$ cat src/logic/scf_pkg.sv
package scf_pkg;

	// Register byte offsets
	localparam logic [7:0] ADDR_FIFO_CFG = 8'h00;
	localparam logic [7:0] ADDR_RX_FIFO_CTRL = 8'h04;
	localparam logic [7:0] ADDR_MODE_CTRL = 8'h08;
	localparam logic [7:0] ADDR_STATUS = 8'h0c;
	localparam logic [7:0] ADDR_TX_DATA = 8'h10;
	localparam logic [7:0] ADDR_RX_DATA = 8'h14;

	// Fifo configuration fields
	localparam int FC_ENABLE = 0;
	localparam int FC_AUTO_DIS = 1;
	localparam int FC_RX_IE = 2;
	localparam int FC_TX_IE = 3;
	localparam int FC_RX_USE_LEVEL = 4;
	localparam int FC_WIDTH = 5;

	// Rx fifo control fields
	localparam int RC_LEVEL_LO = 0;
	localparam int RC_COND = 6;
	localparam int RC_CLEAR = 7;

	// Mode control fields
	localparam int MC_RXE = 0;
	localparam int MC_TXE = 1;
	localparam int MC_DUPLEX_LO = 2;

	// Duplex encodings
	localparam logic [1:0] DPX_HALF_RX = 2'h1;
	localparam logic [1:0] DPX_HALF_TX = 2'h2;
	localparam logic [1:0] DPX_FULL = 2'h3;

	// Depths
	localparam int FIFO_DEPTH = 4;
	localparam logic [2:0] DEPTH_HALF = 3'h4;
	localparam logic [2:0] DEPTH_FULL = 3'h2;
	localparam logic [2:0] DEPTH_NONE = 3'h0;

	localparam logic [1:0] RESP_OKAY = 2'h0;
	localparam logic [1:0] RESP_SLVERR = 2'h2;

	typedef struct packed {
		logic [7:0] data;
		logic valid;
	} scf_byte_t;

	typedef struct packed {
		logic rxEnable;
		logic txEnable;
		logic [1:0] duplex;
	} scf_mode_t;

endpackage

$ cat src/logic/scf_byte_fifo.sv
`timescale 1ns/1ps
module scf_byte_fifo (
	// Clock and reset
	input wire logic clk,
	input wire logic srst,
	// Control
	input wire logic flush,
	input wire logic [2:0] depth,
	// Write side
	input wire scf_pkg::scf_byte_t wrIn,
	output logic wrReady,
	// Read side
	input wire logic rdTake,
	output scf_pkg::scf_byte_t rdOut,
	output logic [2:0] count
);
	import scf_pkg::*;

	logic [7:0] mem_ff [FIFO_DEPTH];
	logic [7:0] nxt_mem [FIFO_DEPTH];
	logic [1:0] wrPtr_ff, nxt_wrPtr;
	logic [1:0] rdPtr_ff, nxt_rdPtr;
	logic [2:0] count_ff, nxt_count;
	logic doWr, doRd;

	always_comb begin
		wrReady = (count_ff < depth);
		doWr = wrIn.valid && wrReady;
		doRd = rdTake && (count_ff != 3'h0);
		nxt_mem = mem_ff;
		nxt_wrPtr = wrPtr_ff;
		nxt_rdPtr = rdPtr_ff;
		nxt_count = count_ff;
		if (flush) begin
			nxt_wrPtr = 2'h0;
			nxt_rdPtr = 2'h0;
			nxt_count = 3'h0;
		end else begin
			if (doWr) begin
				nxt_mem[wrPtr_ff] = wrIn.data;
				nxt_wrPtr = wrPtr_ff + 2'h1;
			end
			if (doRd) begin
				nxt_rdPtr = rdPtr_ff + 2'h1;
			end
			nxt_count = count_ff + {2'h0, doWr} - {2'h0, doRd};
		end
	end

	always_ff @(posedge clk) begin
		if (srst) begin
			wrPtr_ff <= 2'h0;
			rdPtr_ff <= 2'h0;
			count_ff <= 3'h0;
		end else begin
			wrPtr_ff <= nxt_wrPtr;
			rdPtr_ff <= nxt_rdPtr;
			count_ff <= nxt_count;
		end
		mem_ff <= nxt_mem;
	end

	assign rdOut.data = mem_ff[rdPtr_ff];
	assign rdOut.valid = (count_ff != 3'h0);
	assign count = count_ff;

endmodule

$ cat src/logic/serial_channel_fifo_config.sv
// Implementation choices: the AXI4-Lite interface to the registers and the register offsets.
`timescale 1ns/1ps
module serial_channel_fifo_config (
	// Clock and reset
	input wire logic clk,
	input wire logic srst,
	// AXI4-Lite write address
	input wire logic [7:0] awaddr,
	input wire logic awvalid,
	output logic awready,
	// AXI4-Lite write data
	input wire logic [31:0] wdata,
	input wire logic [3:0] wstrb,
	input wire logic wvalid,
	output logic wready,
	// AXI4-Lite write response
	output logic [1:0] bresp,
	output logic bvalid,
	input wire logic bready,
	// AXI4-Lite read
	input wire logic [7:0] araddr,
	input wire logic arvalid,
	output logic arready,
	output logic [31:0] rdata,
	output logic [1:0] rresp,
	output logic rvalid,
	input wire logic rready,
	// Shift engine side
	input wire logic rxShiftFull,
	input wire logic rxBufFull,
	input wire logic rxByteValid,
	input wire logic [7:0] rxByte,
	input wire logic txBufEmpty,
	input wire logic txShiftEmpty,
	input wire logic txByteTake,
	output logic [7:0] txByte,
	output logic txByteValid,
	output logic rxFifoReady,
	// Channel state
	output scf_pkg::scf_mode_t modeOut,
	output logic txIrq,
	output logic rxIrq
);
	import scf_pkg::*;

	// ----------------------------------------
	// Register state
	// ----------------------------------------
	logic [FC_WIDTH-1:0] fcfg_ff, nxt_fcfg;
	logic [1:0] rxLevel_ff, nxt_rxLevel;
	logic rxCond_ff, nxt_rxCond;
	scf_mode_t mode_ff, nxt_mode;
	logic rxFlush_ff, nxt_rxFlush;
	logic txFlush_ff, nxt_txFlush;
	logic txIrq_ff, nxt_txIrq;
	logic rxIrq_ff, nxt_rxIrq;
	logic [7:0] txByte_ff, nxt_txByte;
	logic txByteValid_ff, nxt_txByteValid;
	logic rxFifoReady_ff, nxt_rxFifoReady;

	// ----------------------------------------
	// Bus channel state
	// ----------------------------------------
	logic awHeld_ff, nxt_awHeld;
	logic [7:0] awAddr_ff, nxt_awAddr;
	logic wHeld_ff, nxt_wHeld;
	logic [31:0] wData_ff, nxt_wData;
	logic [3:0] wStrb_ff, nxt_wStrb;
	logic bvalid_ff, nxt_bvalid;
	logic [1:0] bresp_ff, nxt_bresp;
	logic rvalid_ff, nxt_rvalid;
	logic [31:0] rdata_ff, nxt_rdata;
	logic [1:0] rresp_ff, nxt_rresp;
	logic awReady_ff, nxt_awReady;
	logic wReady_ff, nxt_wReady;
	logic arReady_ff, nxt_arReady;

	// ----------------------------------------
	// FIFOs
	// ----------------------------------------
	scf_byte_t rxIn, rxHead, txIn, txHead;
	logic rxWrReady, txWrReady, rxTake, txTake;
	logic [2:0] rxCount, txCount, rxDepth, txDepth, rxThresh;
	logic fifoOn, cfgChange;

	// One-cycle software pops and pushes
	logic swRxPop, swTxPush;
	logic [7:0] swTxData;

	assign fifoOn = fcfg_ff[FC_ENABLE];

	// Resizing with old data inside would misalign pointers
	assign cfgChange = (nxt_fcfg[FC_ENABLE] != fcfg_ff[FC_ENABLE])
		|| (nxt_mode.duplex != mode_ff.duplex);

	always_comb begin
		rxDepth = DEPTH_NONE;
		txDepth = DEPTH_NONE;
		if (fifoOn) begin
			case (mode_ff.duplex)
				DPX_HALF_RX: rxDepth = DEPTH_HALF;
				DPX_HALF_TX: txDepth = DEPTH_HALF;
				DPX_FULL: begin
					rxDepth = DEPTH_FULL;
					txDepth = DEPTH_FULL;
				end
				default: ;
			endcase
		end
		// Fill level decode
		case (rxLevel_ff)
			2'h0: rxThresh = (mode_ff.duplex == DPX_FULL) ? 3'h2 : 3'h4;
			2'h1: rxThresh = 3'h1;
			2'h2: rxThresh = 3'h2;
			default: rxThresh = (mode_ff.duplex == DPX_FULL) ? 3'h1 : 3'h3;
		endcase
	end

	assign rxIn.data = rxByte;
	assign rxIn.valid = rxByteValid && mode_ff.rxEnable && fifoOn;
	assign rxTake = swRxPop;
	assign txIn.data = swTxData;
	assign txIn.valid = swTxPush && fifoOn;
	assign txTake = txByteTake && txByteValid_ff;

	scf_byte_fifo uRxFifo (
		.clk(clk),
		.srst(srst),
		.flush(rxFlush_ff),
		.depth(rxDepth),
		.wrIn(rxIn),
		.wrReady(rxWrReady),
		.rdTake(rxTake),
		.rdOut(rxHead),
		.count(rxCount)
	);

	scf_byte_fifo uTxFifo (
		.clk(clk),
		.srst(srst),
		.flush(txFlush_ff),
		.depth(txDepth),
		.wrIn(txIn),
		.wrReady(txWrReady),
		.rdTake(txTake),
		.rdOut(txHead),
		.count(txCount)
	);

	// ----------------------------------------
	// Bus decode and register updates
	// ----------------------------------------
	logic doWrite, doRead;
	logic [31:0] rdWord;
	logic rdHit;
	logic rxFullCond, txEmptyCond;

	always_comb begin
		nxt_awHeld = awHeld_ff;
		nxt_awAddr = awAddr_ff;
		nxt_wHeld = wHeld_ff;
		nxt_wData = wData_ff;
		nxt_wStrb = wStrb_ff;
		if (awvalid && !awHeld_ff) begin
			nxt_awHeld = 1'b1;
			nxt_awAddr = awaddr;
		end
		if (wvalid && !wHeld_ff) begin
			nxt_wHeld = 1'b1;
			nxt_wData = wdata;
			nxt_wStrb = wstrb;
		end
		doWrite = awHeld_ff && wHeld_ff && !bvalid_ff;
		if (doWrite) begin
			nxt_awHeld = 1'b0;
			nxt_wHeld = 1'b0;
		end
		nxt_bvalid = bvalid_ff;
		nxt_bresp = bresp_ff;
		if (bvalid_ff && bready) begin
			nxt_bvalid = 1'b0;
		end
		doRead = arvalid && !rvalid_ff;
		nxt_rvalid = rvalid_ff;
		nxt_rdata = rdata_ff;
		nxt_rresp = rresp_ff;
		if (rvalid_ff && rready) begin
			nxt_rvalid = 1'b0;
		end

		// Register writes
		nxt_fcfg = fcfg_ff;
		nxt_rxLevel = rxLevel_ff;
		nxt_rxCond = rxCond_ff;
		nxt_mode = mode_ff;
		nxt_rxFlush = 1'b0;
		nxt_txFlush = 1'b0;
		swTxPush = 1'b0;
		swTxData = wData_ff[7:0];
		if (doWrite) begin
			nxt_bvalid = 1'b1;
			nxt_bresp = RESP_OKAY;
			if (awAddr_ff == ADDR_FIFO_CFG) begin
				if (wStrb_ff[0]) nxt_fcfg = wData_ff[FC_WIDTH-1:0];
			end else if (awAddr_ff == ADDR_RX_FIFO_CTRL) begin
				if (wStrb_ff[0]) begin
					nxt_rxLevel = wData_ff[RC_LEVEL_LO +: 2];
					nxt_rxCond = wData_ff[RC_COND];
					nxt_rxFlush = wData_ff[RC_CLEAR];
				end
			end else if (awAddr_ff == ADDR_MODE_CTRL) begin
				if (wStrb_ff[0]) begin
					nxt_mode.rxEnable = wData_ff[MC_RXE];
					nxt_mode.txEnable = wData_ff[MC_TXE];
					nxt_mode.duplex = wData_ff[MC_DUPLEX_LO +: 2];
				end
			end else if (awAddr_ff == ADDR_TX_DATA) begin
				swTxPush = wStrb_ff[0];
			end else if (awAddr_ff == ADDR_STATUS || awAddr_ff == ADDR_RX_DATA) begin
				nxt_bresp = RESP_OKAY;
			end else begin
				nxt_bresp = RESP_SLVERR;
			end
		end

		// Auto-disable of the directions
		rxFullCond = rxShiftFull && rxBufFull && (rxCount == rxDepth) && fifoOn;
		txEmptyCond = (txCount == 3'h0) && txBufEmpty && txShiftEmpty && fifoOn;
		if (fcfg_ff[FC_AUTO_DIS]) begin
			if (mode_ff.duplex == DPX_FULL && mode_ff.rxEnable && mode_ff.txEnable) begin
				if (rxFullCond || txEmptyCond) begin
					nxt_mode.rxEnable = 1'b0;
					nxt_mode.txEnable = 1'b0;
				end
			end else begin
				if (rxFullCond) nxt_mode.rxEnable = 1'b0;
				if (txEmptyCond && mode_ff.txEnable) nxt_mode.txEnable = 1'b0;
			end
		end
		if (cfgChange) begin
			nxt_rxFlush = 1'b1;
			nxt_txFlush = 1'b1;
		end

		// Register reads
		rdHit = 1'b1;
		rdWord = 32'h0000_0000;
		swRxPop = 1'b0;
		if (araddr == ADDR_FIFO_CFG) begin
			rdWord[FC_WIDTH-1:0] = fcfg_ff;
		end else if (araddr == ADDR_RX_FIFO_CTRL) begin
			rdWord[RC_LEVEL_LO +: 2] = rxLevel_ff;
			rdWord[RC_COND] = rxCond_ff;
		end else if (araddr == ADDR_MODE_CTRL) begin
			rdWord[MC_RXE] = mode_ff.rxEnable;
			rdWord[MC_TXE] = mode_ff.txEnable;
			rdWord[MC_DUPLEX_LO +: 2] = mode_ff.duplex;
		end else if (araddr == ADDR_STATUS) begin
			rdWord[2:0] = rxCount;
			rdWord[6:4] = txCount;
		end else if (araddr == ADDR_RX_DATA) begin
			rdWord[7:0] = rxHead.data;
			rdWord[8] = rxHead.valid;
			swRxPop = doRead && rxHead.valid;
		end else if (araddr == ADDR_TX_DATA) begin
			rdWord = 32'h0000_0000;
		end else begin
			rdHit = 1'b0;
		end
		if (doRead) begin
			nxt_rvalid = 1'b1;
			nxt_rdata = rdWord;
			nxt_rresp = rdHit ? RESP_OKAY : RESP_SLVERR;
		end
		nxt_awReady = !nxt_awHeld;
		nxt_wReady = !nxt_wHeld;
		nxt_arReady = !nxt_rvalid;
	end

	// ----------------------------------------
	// Interrupts and engine outputs
	// ----------------------------------------
	logic rxReached;

	always_comb begin
		// Level reached as the byte lands, or still above it at a read
		rxReached = rxIn.valid && rxWrReady && ((rxCount + 3'h1) == rxThresh);
		nxt_rxIrq = fifoOn && fcfg_ff[FC_RX_IE]
			&& (rxReached || (rxCond_ff && swRxPop && (rxCount > rxThresh)));
		nxt_txIrq = fifoOn && fcfg_ff[FC_TX_IE] && txTake;
		nxt_txByteValid = txHead.valid && mode_ff.txEnable && !txFlush_ff && !txTake;
		nxt_txByte = txHead.data;
		nxt_rxFifoReady = rxWrReady && fifoOn;
	end

	always_ff @(posedge clk) begin
		if (srst) begin
			fcfg_ff <= '0;
			rxLevel_ff <= 2'h0;
			rxCond_ff <= 1'b0;
			mode_ff <= '0;
			rxFlush_ff <= 1'b0;
			txFlush_ff <= 1'b0;
			txIrq_ff <= 1'b0;
			rxIrq_ff <= 1'b0;
			txByte_ff <= 8'h00;
			txByteValid_ff <= 1'b0;
			rxFifoReady_ff <= 1'b0;
			awHeld_ff <= 1'b0;
			awAddr_ff <= 8'h00;
			wHeld_ff <= 1'b0;
			wData_ff <= 32'h0000_0000;
			wStrb_ff <= 4'h0;
			bvalid_ff <= 1'b0;
			bresp_ff <= RESP_OKAY;
			rvalid_ff <= 1'b0;
			rdata_ff <= 32'h0000_0000;
			rresp_ff <= RESP_OKAY;
			awReady_ff <= 1'b1;
			wReady_ff <= 1'b1;
			arReady_ff <= 1'b1;
		end else begin
			fcfg_ff <= nxt_fcfg;
			rxLevel_ff <= nxt_rxLevel;
			rxCond_ff <= nxt_rxCond;
			mode_ff <= nxt_mode;
			rxFlush_ff <= nxt_rxFlush;
			txFlush_ff <= nxt_txFlush;
			txIrq_ff <= nxt_txIrq;
			rxIrq_ff <= nxt_rxIrq;
			txByte_ff <= nxt_txByte;
			txByteValid_ff <= nxt_txByteValid;
			rxFifoReady_ff <= nxt_rxFifoReady;
			awHeld_ff <= nxt_awHeld;
			awAddr_ff <= nxt_awAddr;
			wHeld_ff <= nxt_wHeld;
			wData_ff <= nxt_wData;
			wStrb_ff <= nxt_wStrb;
			bvalid_ff <= nxt_bvalid;
			bresp_ff <= nxt_bresp;
			rvalid_ff <= nxt_rvalid;
			rdata_ff <= nxt_rdata;
			rresp_ff <= nxt_rresp;
			awReady_ff <= nxt_awReady;
			wReady_ff <= nxt_wReady;
			arReady_ff <= nxt_arReady;
		end
	end

	// Write readies are registered copies of the inverted holding flags; arready is a registered copy of inverted rvalid
	assign awready = awReady_ff;
	assign wready = wReady_ff;
	assign arready = arReady_ff;
	assign bvalid = bvalid_ff;
	assign bresp = bresp_ff;
	assign rvalid = rvalid_ff;
	assign rdata = rdata_ff;
	assign rresp = rresp_ff;
	assign txByte = txByte_ff;
	assign txByteValid = txByteValid_ff;
	assign rxFifoReady = rxFifoReady_ff;
	assign modeOut = mode_ff;
	assign txIrq = txIrq_ff;
	assign rxIrq = rxIrq_ff;

endmodule

$ cat config.mk
export PLATFORM = sky130hd
export DESIGN_NAME = serial_channel_fifo_config
export DESIGN_NICKNAME = d
export VERILOG_FILES = /design/src/logic/scf_pkg.sv /design/src/logic/scf_byte_fifo.sv /design/src/logic/serial_channel_fifo_config.sv
export SDC_FILE = /design/constraint.sdc
export NUM_CORES = 1
export LEC_CHECK = 0
export BUFFER_PORTS_ARGS = -buffer_cell sky130_fd_sc_hd__buf_4
export CORE_UTILIZATION = 38
export DETAILED_ROUTE_END_ITERATION = 7
export PLACE_DENSITY = 0.7
export SYNTH_ARGS = -nofsm -noshare
export SYNTH_HDL_FRONTEND = slang
export SYNTH_SLANG_ARGS = --single-unit
$ cat constraint.sdc
create_clock -name clk -period 7.25 [get_ports clk]
set_input_delay 1.45 -clock clk [delete_from_list [all_inputs] [get_ports clk]]
set_output_delay 1.45 -clock clk [all_outputs]
set_load 0.01 [all_outputs]
[Word level (Yosys, flattened, before mapping)]
Index checks and enable logic that the tools add are counted.
Storage, ports and cells
  flip-flop bits (word level): 164
  memory bits (read-only): 0
  memory bits (writable): 0
  memories: 0
  latch bits: 0
  output and inout bits: 57
Cells by class
  bitwise gates (word level): 7
  add/subtract/negate cells: 9
  div/mod/pow operators: 0
  eq/ne operators: 19
  magnitude comparators: 9
  shift-type cells: 0
  $mul: 0
  mux-type cells: 87
  reductions and logical operators: 64
Operators with widths (count)
  $mux W32: 5
  $bwmux W32: 2
  $mux W25: 2
  $mux W8: 6
  $logic_and A1 B1 Y1: 38
  $mux W1: 37
  $bmux W8 S2: 2
  $demux W8 S2: 2
  $eq A8 B4 Y1 const B: 4
  $eq A8 B5 Y1 const B: 4
  $mux W28: 1
  $mux W4: 7
  $mux W27: 1
  $mux W23: 1
  $mux W2: 11
  $eq A8 B3 Y1 const B: 2
  $logic_not A8 Y1: 2
  $mux W3: 5
  $ge A3 B3 Y1 const B: 4
  $not A2 Y3: 4
  $pmux W3 S2: 2
  $logic_not A1 Y1: 9
  $mux W9: 1
  $pmux W3 S3: 1
  23 further kinds: 42

[Longest topological paths before layout]
  depth after elaboration: 12
  depth in mapped cells: 12
  gate-level depth less buffers: 12

[Hierarchy]
From an unflattened synthesis, not the netlist that was laid out.
Unflattened totals
  cell total of the unflattened synthesis: 505
  area, all modules: 6165.9 um2
Modules (own cells, without submodules)
  scf_byte_fifo: seq. area each 1101.1 um2, area an instance 1642.8 um2, times used 2, cells an instance 95
  serial_channel_fifo_config: seq. area each 1221.2 um2, area an instance 2880.3 um2, times used 1, cells an instance 315

[Worst setup path after synthesis]
Ideal clock, no wire load.
  path type: input to register
  from: input port araddr[5]
  to: register uRxFifo.count_ff[2] (netlist: uRxFifo.count[2])
  path buffers: 0
  slack: 3.549 ns
  stages on the path: 11
  data arrival time: 3.577 ns
  cell sequence: or4_1 > nor3_1 > and3_1 > ha_1 > inv_1 > ha_1 > inv_1 > fa_1 > xnor2_1 > xnor2_1 > nor2_1
On the way
  longest elaborated chain between the ends: 8
  elaborated cells between the ends (all ways): 12
  those cells by class: add/sub (1); eq/ne (4); mux (5); reduce/logical (2)
Ends and longest elaborated chain
  start, declared: RTL line serial_channel_fifo_config.sv:21  | input wire logic [7:0] araddr,
  $eq A8 B5 Y1: RTL line serial_channel_fifo_config.sv:261  | end else if (araddr == ADDR_RX_DATA) begin
  $mux W1: RTL line serial_channel_fifo_config.sv:261
  $mux W1: RTL line serial_channel_fifo_config.sv:258  | end else if (araddr == ADDR_STATUS) begin
  $mux W1: RTL line serial_channel_fifo_config.sv:254  | end else if (araddr == ADDR_MODE_CTRL) begin
  $mux W1: RTL line serial_channel_fifo_config.sv:251  | end else if (araddr == ADDR_RX_FIFO_CTRL) begin
  $mux W1 *: RTL line serial_channel_fifo_config.sv:249  | if (araddr == ADDR_FIFO_CFG) begin
  $logic_and A1 B1 Y1 *: RTL line scf_byte_fifo.sv:29  | doRd = rdTake && (count_ff != 3'h0);
  net uRxFifo.doRd: RTL line scf_byte_fifo.sv:24  | logic doWr, doRd;
  $sub A3 B1 Y3 *: RTL line scf_byte_fifo.sv:46  | nxt_count = count_ff + {2'h0, doWr} - {2'h0, doRd};
  end signal, assigned: RTL line scf_byte_fifo.sv:58  | count_ff <= nxt_count;
  end, declared: RTL line scf_byte_fifo.sv:23  | logic [2:0] count_ff, nxt_count;
The timed path passes the listed nets; every way through them passes the cells marked *.
A chain may end at the register's enable or synchronous reset.

[Final worst setup path]
Same ends and word-level chain as after synthesis.

==> impl_results.md <==
- PortBufs: 77
- Crit path kind: in2reg
- Register-to-Register Path Depth: 9
- Hold buffer count at CTS: 0
- Clk root buf: clkbuf_16
- Fmax: 0.273 GHz
- Fin area: 0.00739 mm2
- Power Dens Cells: 239 mW/mm2
- Final worst path period share: 0.505
- Final WL: 13000 um
- Skew-Pair Late Insertion Delay: 420 ps
- Worst R2R Start: fcfg_ff[0]$_SDFF_PP0_
- Area of the multi-input gates: 0.00242 mm2
- Vias in the first global route: 4182
- R2R Setup Slk: 4150 ps
- ANT cells: 0
- Die Ht: 129 um
- Routed Antenna Nets: 0
- First-pass GRT wire length: 20900 um
- Worst-path clk slew: 60 ps
- Vias: 4196
- Max Cap Violations: 0
- CTS buffer count: 17
- Worst vdd ir: 0.000155 V
- Avg WL per Cell: 15.6 um
- Setup TNS: 0 ps
- Register area: 0.00342 mm2
- RSZ-0062 raised after global routing: no
- Antenna violations before repair: 0
- Synth warn: 0
- Share of cells above drive strength 1: 0.223
- Max Slew Vio Count: 0
- Die Area: 0.0166 mm2
- CP endpoint kind: flip-flop
- Resized cells post-CTS: 0
- DP HPWL: 9170 um
- CP Launch Point: araddr[5]
- Post-route minimum period: 3660 ps
- Post-synth EDFFs: 64
- Cell variety after synth: 56
- FILL cells: 1422
- CP arrival: 3970 ps
- Core area: 0.0158 mm2
- Chip Width: 129 um
- Largest net degree at the start of global routing: 48
- End of the critical path: uRxFifo.count[2]$_SDFF_PP0_
- I/O pins: 130
- Outcome: completed
- Ys flop type: dfxtp_1
- CP Launch Type: input pin
- Post-route DRC violation count: 0
- Worst-margin pin slew: 1120 ps
- Vias per cell: 5.06
- Static Leak: 2.79 nW
- Maximum net fanout on the critical path: 4
- Gp weighted congestion: 0.844
- Syn Std Cell Area: 0.00612 mm2
- Clock tree buffer depth: 2
- Site Rows: 46
- Reg2reg end: uTxFifo.count[1]$_SDFF_PP0_
- Gate Count Post-Synth: 525
- Starting density of the core: 0.388
- First DRT Iteration DRCs: 265
- Slowest CP cell: or4_1
- Syn Area/Cell: 11.6 um2
- Worst-path cell chain: buf_4 -> or4_1 -> nor3_1 -> and3_1 -> ha_1 -> inv_1 -> ha_1 -> inv_1 -> fa_1 -> xnor2_1 -> xnor2_1 -> nor2_1
- Grt ovf: 0
- Syn-to-layout area delta: 20.8%
- Data required, critical path: 7560 ps
- Fin. Hold Viols: 0
- Final hold slack: 464 ps
- Clock net sink count: 139
- Yosys reg bits: 139
- Hold Path Origin: rdata[8]$_SDFFE_PP0N_
- Final-report setup violation count: 0
- CP peak stage delay: 590 ps
- Slew HR: 0.250
- Post-CTS Setup Bufs: 0
- Worst clock skew: 7.67 ps
- Drt first pass iters: 4
- GRT Overall Usage: 0.167
- Min-Delay Path Class: reg2reg
- Register area share after synthesis: 0.560
- CTS tree: yes
- CTS H-tree lvls: 4
- Final nets: 696
- Placed cell area: 0.00681 mm2
- Async set or reset register ratio after synthesis: 0
## layer usage
metal,vias up,global-route usage,routed length [um]
met5,-,0,0
met4,0,0.0872,435
met3,34,0.0507,692
met2,128,0.283,6550
met1,2043,0.190,5290
li1,1991,-,-
## stage by stage
stage                     cells  utilization  setup slack, ps  power, W
final                       830        0.469             3590   0.00177
after global routing        830        0.469             3440   0.00183
after CTS                   830        0.469             3620   0.00178
after detailed placement    798        0.432             3180  0.000941
after global placement      798        0.432             3230  0.000938
after floorplan             549            -             3550  0.000911
## cell usage in the layout (no fill, tap or decap), types with 17 or more instances in the layout
cell type  instances
nand2_1           37
conb_1            25
dfxtp_1           75
inv_1             22
edfxtp_1          64
buf_4             82
nor2_1            34
clkbuf_16         17
ha_1              20
a21oi_1           33
mux2i_1           19
## Yosys cell counts, types with 2 or more instances
library cell  number  area [um2]
xnor2_1            9        78.8
nand4_1            6        37.5
a211oi_1           3        22.5
and3_1             5        31.3
nand3_1           13        65.1
fa_1               2        40.0
nor3b_1            8        60.1
buf_1              2        7.51
nor4_1             4        25.0
and2_1            16         100
nand2b_1          13        81.3
xor2_1             3        26.3
a21o_1             2        15.0
ha_1              20         250
or2_2              4        25.0
nor2b_1            6        37.5
clkbuf_1          21        78.8
o21ai_0           15        75.1
nand3b_1           5        37.5
mux2i_1           19         190
o21a_1             2        15.0
nor2_1            34         128
o32ai_1            2        17.5
mux4_2            16         360
inv_1             22        82.6
buf_4             25         188
or4_4              2        22.5
nor3_1             5        25.0
o31ai_1            3        22.5
a2111oi_0          2        17.5
edfxtp_1          64        1920
a31oi_1            2        12.5
a22oi_1            2        15.0
a2bb2oi_1          2        17.5
a21oi_1           33         165
or4_1              3        22.5
nand2_1           37         139
dfxtp_1           75        1500
## cell type report
type | instances | area share
flip-flops and latches | 139 | 0.463
clock buffers | 18 | 0.0581
repair buffers | 82 | 0.0833
multi-input cells | 339 | 0.328
well taps | 216 | 0.0366
inverters | 22 | 0.0112
clock inverters | 14 | 0.0198
## where the power goes
group	switching (W)	total, W	internal [W]
Sequential	0.0000128	0.000843	0.000830
Clock	0.000335	0.000842	0.000507
Combinational	0.0000451	0.0000820	0.0000369
## worst min path at each step
stage,to,slack [ps],cells past startpoint
6_report,rdata[8]$_SDFFE_PP0N_,460,2
5_1_grt,rdata[5]$_SDFFE_PP0N_,490,2
4_1_cts,rdata[8]$_SDFFE_PP0N_,460,2
3_5_place_dp,rdata[8]$_SDFFE_PP0N_,460,2
3_3_place_gp,rdata[5]$_SDFFE_PP0N_,450,2
2_1_floorplan,fcfg_ff[4]$_SDFFE_PP0P_,450,2
## flip-flops by register name, indices dropped and copies added, names as in the netlist, 2 cells and up
register	cells
uRxFifo.mem_ff	32
uTxFifo.mem_ff	32
rdata	9
awAddr_ff	8
txByte	8
wData_ff	8
fcfg_ff	5
modeOut	4
uRxFifo.count	3
uTxFifo.count	3
rxLevel_ff	2
uRxFifo.rdPtr_ff	2
uRxFifo.wrPtr_ff	2
uTxFifo.rdPtr_ff	2
uTxFifo.wrPtr_ff	2
## cells by family (layout without fill, tap and decap cells)
logic type      Yosys count  count (layout)  share of synthesized area
flops                   139             139                      0.560
xor+xnor                 12              12                     0.0172
other cells               1              25                   0.000613
compound gates           77              77                     0.0784
simple gates            168             168                      0.148
fa+ha+maj                22              22                     0.0475
mux                      35              35                     0.0900
buf+inv                  71             136                     0.0591
## worst max-delay path: cells and delay by family
| family | cells | cell delay [ps] |
|---|---|---|
| xor+xnor | 2 | 310 |
| buf+inv | 3 | 210 |
| fa+ha+maj | 3 | 740 |
| simple gates | 4 | 1260 |
Power figures use the tool's default switching activity.
